File: src/design/bbs_pkg.sv
package bbs_pkg;
  localparam int ADDR_W = 13;
  localparam int DATA_W = 8;
  // cycle time, ns
  localparam int CLK_PERIOD_NS = 50;
  // least times in ns, rounded up to cycles
  localparam int ACCESS_NS = 150;
  localparam int STROBE_NS = 130;
  localparam int SETUP_DATA_NS = 70;
  localparam int HOLD_NS = 10;
  localparam int RECOVERY_NS = 10;
  localparam int RELEASE_NS = 70;
  localparam int POWER_UP_RECOVERY_NS = 2000000;
  localparam int ACCESS_CYC = (ACCESS_NS + CLK_PERIOD_NS - 1) / CLK_PERIOD_NS;
  localparam int STROBE_CYC = (STROBE_NS + CLK_PERIOD_NS - 1) / CLK_PERIOD_NS;
  localparam int HOLD_CYC = (HOLD_NS + CLK_PERIOD_NS - 1) / CLK_PERIOD_NS;
  localparam int RECOVERY_CYC = (RECOVERY_NS + CLK_PERIOD_NS - 1) / CLK_PERIOD_NS;
  localparam int RELEASE_CYC = (RELEASE_NS + CLK_PERIOD_NS - 1) / CLK_PERIOD_NS;
  localparam int POWER_UP_RECOVERY_CYC = (POWER_UP_RECOVERY_NS + CLK_PERIOD_NS - 1) / CLK_PERIOD_NS;
  localparam int CNT_W = 16;

  typedef struct packed {
    logic write;
    logic [ADDR_W-1:0] addr;
    logic [DATA_W-1:0] wdata;
  } bbs_req_t;

  typedef struct packed {
    logic chip_select_low_active;
    logic chip_select_high_active;
    logic output_enable_n;
    logic write_strobe_n;
  } bbs_ctl_t;

  typedef enum logic [2:0] {
    ST_IDLE = 3'b000,
    ST_READ = 3'b001,
    ST_WRITE = 3'b010,
    ST_HOLD = 3'b011,
    ST_RECOVER = 3'b100,
    ST_FAIL = 3'b101
  } bbs_state_t;
endpackage : bbs_pkg

File: src/design/bbs_host.sv
`timescale 1ns/10ps
`default_nettype none
// Overview of operation
// - keep address stable during write
// - deassert for recovery before next cycle
// - data valid before end, held after
// - output enable high during writes
// - keep deselected while supply rises
module bbs_host #(
  parameter int POWER_UP_RECOVERY_CYC = bbs_pkg::POWER_UP_RECOVERY_CYC
) (
  input wire logic clk_sys,
  input wire logic rst,
  input wire logic req_valid,
  input wire bbs_pkg::bbs_req_t req,
  output logic req_ready,
  output logic rsp_valid,
  output logic [bbs_pkg::DATA_W-1:0] rsp_data,
  input wire logic power_fail,
  output logic power_ok,
  output logic [bbs_pkg::ADDR_W-1:0] address_pins,
  output bbs_pkg::bbs_ctl_t ctl,
  input wire logic [bbs_pkg::DATA_W-1:0] data_pins_in,
  output logic [bbs_pkg::DATA_W-1:0] data_pins_out,
  output logic data_pins_oe
);
  localparam int CW = bbs_pkg::CNT_W;

  bbs_pkg::bbs_state_t state_q, state_d;
  logic [bbs_pkg::ADDR_W-1:0] addr_q;
  logic [bbs_pkg::DATA_W-1:0] rdata_q, dout_q, dout_d;
  bbs_pkg::bbs_ctl_t ctl_q, ctl_d;
  logic drive_q, rsp_q, ready_q, pok_q;
  logic tmr_load, tmr_done, pu_load, pu_done;
  logic [CW-1:0] tmr_val;

  wire take = (state_q == bbs_pkg::ST_IDLE) && req_valid && pok_q;
  wire access_end = (state_q == bbs_pkg::ST_READ) && tmr_done;
  wire write_end = (state_q == bbs_pkg::ST_WRITE) && tmr_done;
  wire hold_end = (state_q == bbs_pkg::ST_HOLD) && tmr_done;
  wire fail_now = power_fail && (state_q != bbs_pkg::ST_FAIL);

  always_comb begin
    state_d = state_q;
    tmr_load = 1'b0;
    tmr_val = '0;
    unique case (state_q)
      bbs_pkg::ST_IDLE: begin
        if (take) begin
          tmr_load = 1'b1;
          tmr_val = req.write ? CW'(bbs_pkg::STROBE_CYC) : CW'(bbs_pkg::ACCESS_CYC);
          state_d = req.write ? bbs_pkg::ST_WRITE : bbs_pkg::ST_READ;
        end
      end
      bbs_pkg::ST_READ: begin
        if (tmr_done) begin
          tmr_load = 1'b1;
          tmr_val = CW'(bbs_pkg::RELEASE_CYC);
          state_d = bbs_pkg::ST_RECOVER;
        end
      end
      bbs_pkg::ST_WRITE: begin
        if (tmr_done) begin
          tmr_load = 1'b1;
          tmr_val = CW'(bbs_pkg::HOLD_CYC);
          state_d = bbs_pkg::ST_HOLD;
        end
      end
      bbs_pkg::ST_HOLD: begin
        if (tmr_done) begin
          tmr_load = 1'b1;
          tmr_val = CW'(bbs_pkg::RECOVERY_CYC);
          state_d = bbs_pkg::ST_RECOVER;
        end
      end
      bbs_pkg::ST_RECOVER: begin
        if (tmr_done) begin
          state_d = bbs_pkg::ST_IDLE;
        end
      end
      bbs_pkg::ST_FAIL: begin
        if (pu_done && !power_fail) begin
          state_d = bbs_pkg::ST_IDLE;
        end
      end
      default: state_d = bbs_pkg::ST_IDLE;
    endcase
    if (fail_now) begin
      state_d = bbs_pkg::ST_FAIL;
    end
  end

  bbs_timer #(.W(CW)) u_tmr (
    .clk_sys(clk_sys),
    .rst(rst),
    .load(tmr_load),
    .value(tmr_val),
    .done(tmr_done)
  );

  assign pu_load = power_fail || rst;
  bbs_timer #(.W(32)) u_pwr (
    .clk_sys(clk_sys),
    .rst(1'b0),
    .load(pu_load),
    .value(32'(POWER_UP_RECOVERY_CYC)),
    .done(pu_done)
  );

  always_ff @(posedge clk_sys) begin
    if (rst) begin
      state_q <= bbs_pkg::ST_FAIL;
    end else begin
      state_q <= state_d;
    end
  end

  always_ff @(posedge clk_sys) begin
    if (rst) begin
      addr_q <= '0;
    end else if (take) begin
      addr_q <= req.addr;
    end
  end

  wire sel_d = (state_d == bbs_pkg::ST_READ) || (state_d == bbs_pkg::ST_WRITE);
  wire wr_d = (state_d == bbs_pkg::ST_WRITE);
  wire oe_d = (state_d == bbs_pkg::ST_READ);
  wire drive_d = wr_d || (state_d == bbs_pkg::ST_HOLD);
  // pin levels decoded before the register, so pins never glitch
  assign ctl_d = {!sel_d, sel_d, !oe_d, !wr_d};
  // write byte taken with the request, zero while not driving
  assign dout_d = !drive_d ? '0 : (take ? req.wdata : dout_q);

  always_ff @(posedge clk_sys) begin
    if (rst) begin
      // deselected, outputs off, strobe high
      ctl_q <= 4'hB;
      dout_q <= '0;
      drive_q <= 1'b0;
      rsp_q <= 1'b0;
      rdata_q <= '0;
      ready_q <= 1'b0;
      pok_q <= 1'b0;
    end else begin
      ctl_q <= ctl_d;
      dout_q <= dout_d;
      drive_q <= drive_d;
      rsp_q <= access_end && !fail_now;
      if (access_end) begin
        rdata_q <= data_pins_in;
      end
      ready_q <= (state_d == bbs_pkg::ST_IDLE) && (state_q == bbs_pkg::ST_IDLE || state_d != state_q)
                 && !power_fail && pu_done;
      pok_q <= !power_fail && pu_done;
    end
  end

  assign ctl = ctl_q;
  assign address_pins = addr_q;
  // own drive only while device released
  assign data_pins_out = dout_q;
  assign data_pins_oe = drive_q;
  assign req_ready = ready_q;
  assign rsp_valid = rsp_q;
  assign rsp_data = rdata_q;
  assign power_ok = pok_q;
endmodule : bbs_host
`default_nettype wire

File: src/design/bbs_timer.sv
`timescale 1ns/10ps
`default_nettype none
// loadable down counter; done while zero
module bbs_timer #(
  parameter int W = 16
) (
  input wire logic clk_sys,
  input wire logic rst,
  input wire logic load,
  input wire logic [W-1:0] value,
  output logic done
);
  logic [W-1:0] cnt_q;
  logic [W-1:0] cnt_d;
  assign cnt_d = load ? value : (cnt_q != '0 ? cnt_q - W'(1) : cnt_q);
  assign done = (cnt_q == '0);
  always_ff @(posedge clk_sys) begin
    if (rst) begin
      cnt_q <= '0;
    end else begin
      cnt_q <= cnt_d;
    end
  end
endmodule : bbs_timer
`default_nettype wire

File: config.mk
export PLATFORM = sky130hd
export DESIGN_NAME = bbs_host
export DESIGN_NICKNAME = d
export VERILOG_FILES = /design/src/design/bbs_pkg.sv /design/src/design/bbs_host.sv /design/src/design/bbs_timer.sv
export SDC_FILE = /design/constraint.sdc
export NUM_CORES = 1
export LEC_CHECK = 0
export BUFFER_PORTS_ARGS = -buffer_cell sky130_fd_sc_hd__buf_2
export CAP_MARGIN = 20
export CORE_MARGIN = 5
export CORE_UTILIZATION = 35
export CTS_CLUSTER_DIAMETER = 60
export CTS_CLUSTER_SIZE = 30
export DETAILED_ROUTE_END_ITERATION = 8
export GPL_ROUTABILITY_DRIVEN = 0
export SYNTH_ARGS = -nofsm -noshare
export SYNTH_HDL_FRONTEND = slang
export SYNTH_SLANG_ARGS = --single-unit
File: constraint.sdc
create_clock -name clk_sys -period 2.9 [get_ports clk_sys]
set_input_delay 0.145 -clock clk_sys [delete_from_list [all_inputs] [get_ports clk_sys]]
set_output_delay 0.145 -clock clk_sys [all_outputs]
set_load 0.005 [all_outputs]
==> impl_results.md <==
* Worst Skew at 9.13 ps
* Synth Warn # at 0
* I/O Pins at 71
* Clk Tree Root Cell: clkbuf_8
* Grt total ovfl at 0
* Final Hold Fails at 0
* Period utilisation layout at 0.936
* Fin. max-slew vios at 0
* Syn avg cell area at 8.62 um^2
* Maximum VDD drop at 0.000412 V
* Gate power share at 0.264
* Setup TNS at 0 ps
* Clock share of power at 0.258
* GRT Total Usage at 0.147
* Share of layout cells above drive strength 1 at 0.223
* Synth Instances at 448
* Peak Freq at 368 MHz
* Num CTS Buffers at 9
* Initial antenna violation count at 0
* Synth top area cells: dfxtp_1, a21oi_1, nand2_1
* Critical path class: reg -> reg
* Final core utilization at 0.441
* Critical path capture point type: flop
* Hold_ws at 17.9 ps
* Layout area overhead at 23.8%
* Commonest non-fill, non-tap cells in the layout: dfxtp_1, buf_2, nand2_1
* P_int at 2.00 mW
* Worst-margin pin slew at 915 ps
* TritonCTS clock tree: yes
* Crit Path Max Fanout at 14
* LEAKAGE at 1.91 nW
* Final std cells w/o fill at 683
* Maxcap violations at 0
* Most common cell after layout, fill and taps aside: dfxtp_1
* Number of synthesized flops with an enable pin at 0
* Fillers at 1087
* Async SR Flop Fraction at 0
* Die H at 115 um
* Flop pwr share at 0.478
* Net load switching power at 0.964 mW
* Sw frac at 0.325
* I/O Buffers at 70
* Top FF cell, synth: dfxtp_1
* Total clock sinks at 88
* Unrepaired setup endpoints after global routing: no
* Yosys top cell by area: dfxtp_1
* Critical Path Source Type: flop
* Largest net degree at the start of global routing at 31
* DIE AREA at 0.0132 mm^2
* Syn_nets at 486
* HP Class: in -> reg
* Iteration-0 DRC Markers at 208
* Vias in the first global route at 3319
* Routed Antenna Nets at 0
* Crit path DAT at 3010 ps
* Fin nets at 576
* Detailed-route wire length at 9570 um
* Dpl cells at 643
* Reg clk slew, reported paths at 90 ps
* CP Data Required Time at 3200 ps
* DRC at 0
* Core area at 0.0108 mm^2
* Min cycle time layout at 2710 ps
* Sequential area share after synthesis at 0.456
* HPWL Detailed at 6570 um
* Status: complete, no violations
* First-pass GRT wire length at 15700 um
* PwrDens at 621 mW/mm^2
* TritonRoute pass-1 iters at 5
* Final setup fails at 0
* Vias at 3519
* H-Tree Depth at 3
* Wire per inst at 14.0 um
* Vias/cell at 5.15
* Die width at 115 um
* Post-synthesis cell type count at 51
* Slew headroom at 0.387
* Post-CTS Setup Inserts at 0
* Clk Latency, worst-skew pair at 370 ps
* Starting density of the core at 0.356
* Diode count at 0
* FF+latch count, synth at 88
* CTS max path bufs at 2
* Core Rows at 38
* Synthesized area at 0.00386 mm^2
* Share of the synthesized area in the top cell type at 0.456
cells by family (layout without fill, tap and decap cells):
group / Yosys count / count (layout) / synth area share
buffers and inverters: 35 / 130 / 0.0408
AO/OA/AOI/OAI: 91 / 91 / 0.142
XOR/XNOR: 14 / 14 / 0.0318
multiplexers: 12 / 12 / 0.0311
flip-flops: 88 / 88 / 0.456
adder cells (fa/ha/maj): 4 / 4 / 0.0130
AND/OR/NAND/NOR: 204 / 204 / 0.285
state kept, by name, summed over array words and instances, names as in the netlist, 3 cells and up:
| register | count |
|---|---|
| address_pins | 13 |
| state_q | 3 |
| u_tmr.cnt_q | 16 |
| ctl | 4 |
| u_pwr.cnt_q | 32 |
| data_pins_out | 8 |
| rsp_data | 8 |
per-stage QoR:
step	worst slack, ps	power (mW)	instance area, um^2
after floorplan	501	2.03	3860
after detailed placement	226	2.20	4360
after CTS	207	3.00	4780
after global placement	367	2.19	4360
final	186	2.97	4780
after global routing	60.3	3.18	4780
cell type report:
cell class | instances | area [um^2] | share of cell area
Inverter | 8 | 30.0 | 0.00629
Tap cell | 140 | 175 | 0.0367
Clock buffer | 11 | 141 | 0.0296
Sequential cell | 88 | 1760 | 0.369
Multi-Input combinational cell | 325 | 1960 | 0.409
Timing Repair Buffer | 106 | 681 | 0.142
Clock inverter | 5 | 32.5 | 0.00681
routing by layer:
metal,track usage,up-vias,routed length (um)
met5,0,-,0
met4,0.0884,0,341
met3,0.0305,26,458
met2,0.225,89,4350
met1,0.191,1611,4420
li1,-,1793,-
repair_timing:
action,4_1_cts,5_1_grt
endpoints found under the hold margin,24,0
hold buffers,24,0
gates resized for setup,0,0
path summary, 6_finish.rpt:
| kind | start | endpoint | slack (ps) | depth (start not counted) |
|---|---|---|---|---|
| setup / recovery | u_pwr.cnt_q[15] | u_pwr.cnt_q[25] | 190 | 5 |
| hold / removal | data_pins_in[5] | rsp_data[5] | 20 | 3 |
| setup reg to reg | u_pwr.cnt_q[15] | u_pwr.cnt_q[25] | 190 | 5 |
| hold reg to reg | address_pins[11] | address_pins[11] | 460 | 2 |
critical path: stages, from the launching register on:
cell      delay (ps)
dfxtp_1          350
or4_4            570
nor4_1           380
o211ai_1         460
or4_2            740
a21oi_1          150
power by group through the flow:
stage | clock network (mW) | registers, mW | logic, mW
final | 0.766 | 1.42 | 0.785
after CTS | 0.802 | 1.42 | 0.784
after detailed placement | 0 | 1.45 | 0.754
after global placement | 0 | 1.44 | 0.745
after global routing | 0.852 | 1.43 | 0.899
after floorplan | 0 | 1.42 | 0.609
cells in the mapped netlist, types with 10 or more instances:
master	instances
o31ai_1	10
nand3_1	10
a21oi_1	46
mux2i_1	12
dfxtp_1	88
nand2_1	56
or4_1	10
nor4_1	12
or3_1	20
clkbuf_1	17
o21ai_0	10
nor2_1	45
(Power assumes the default switching activity.)
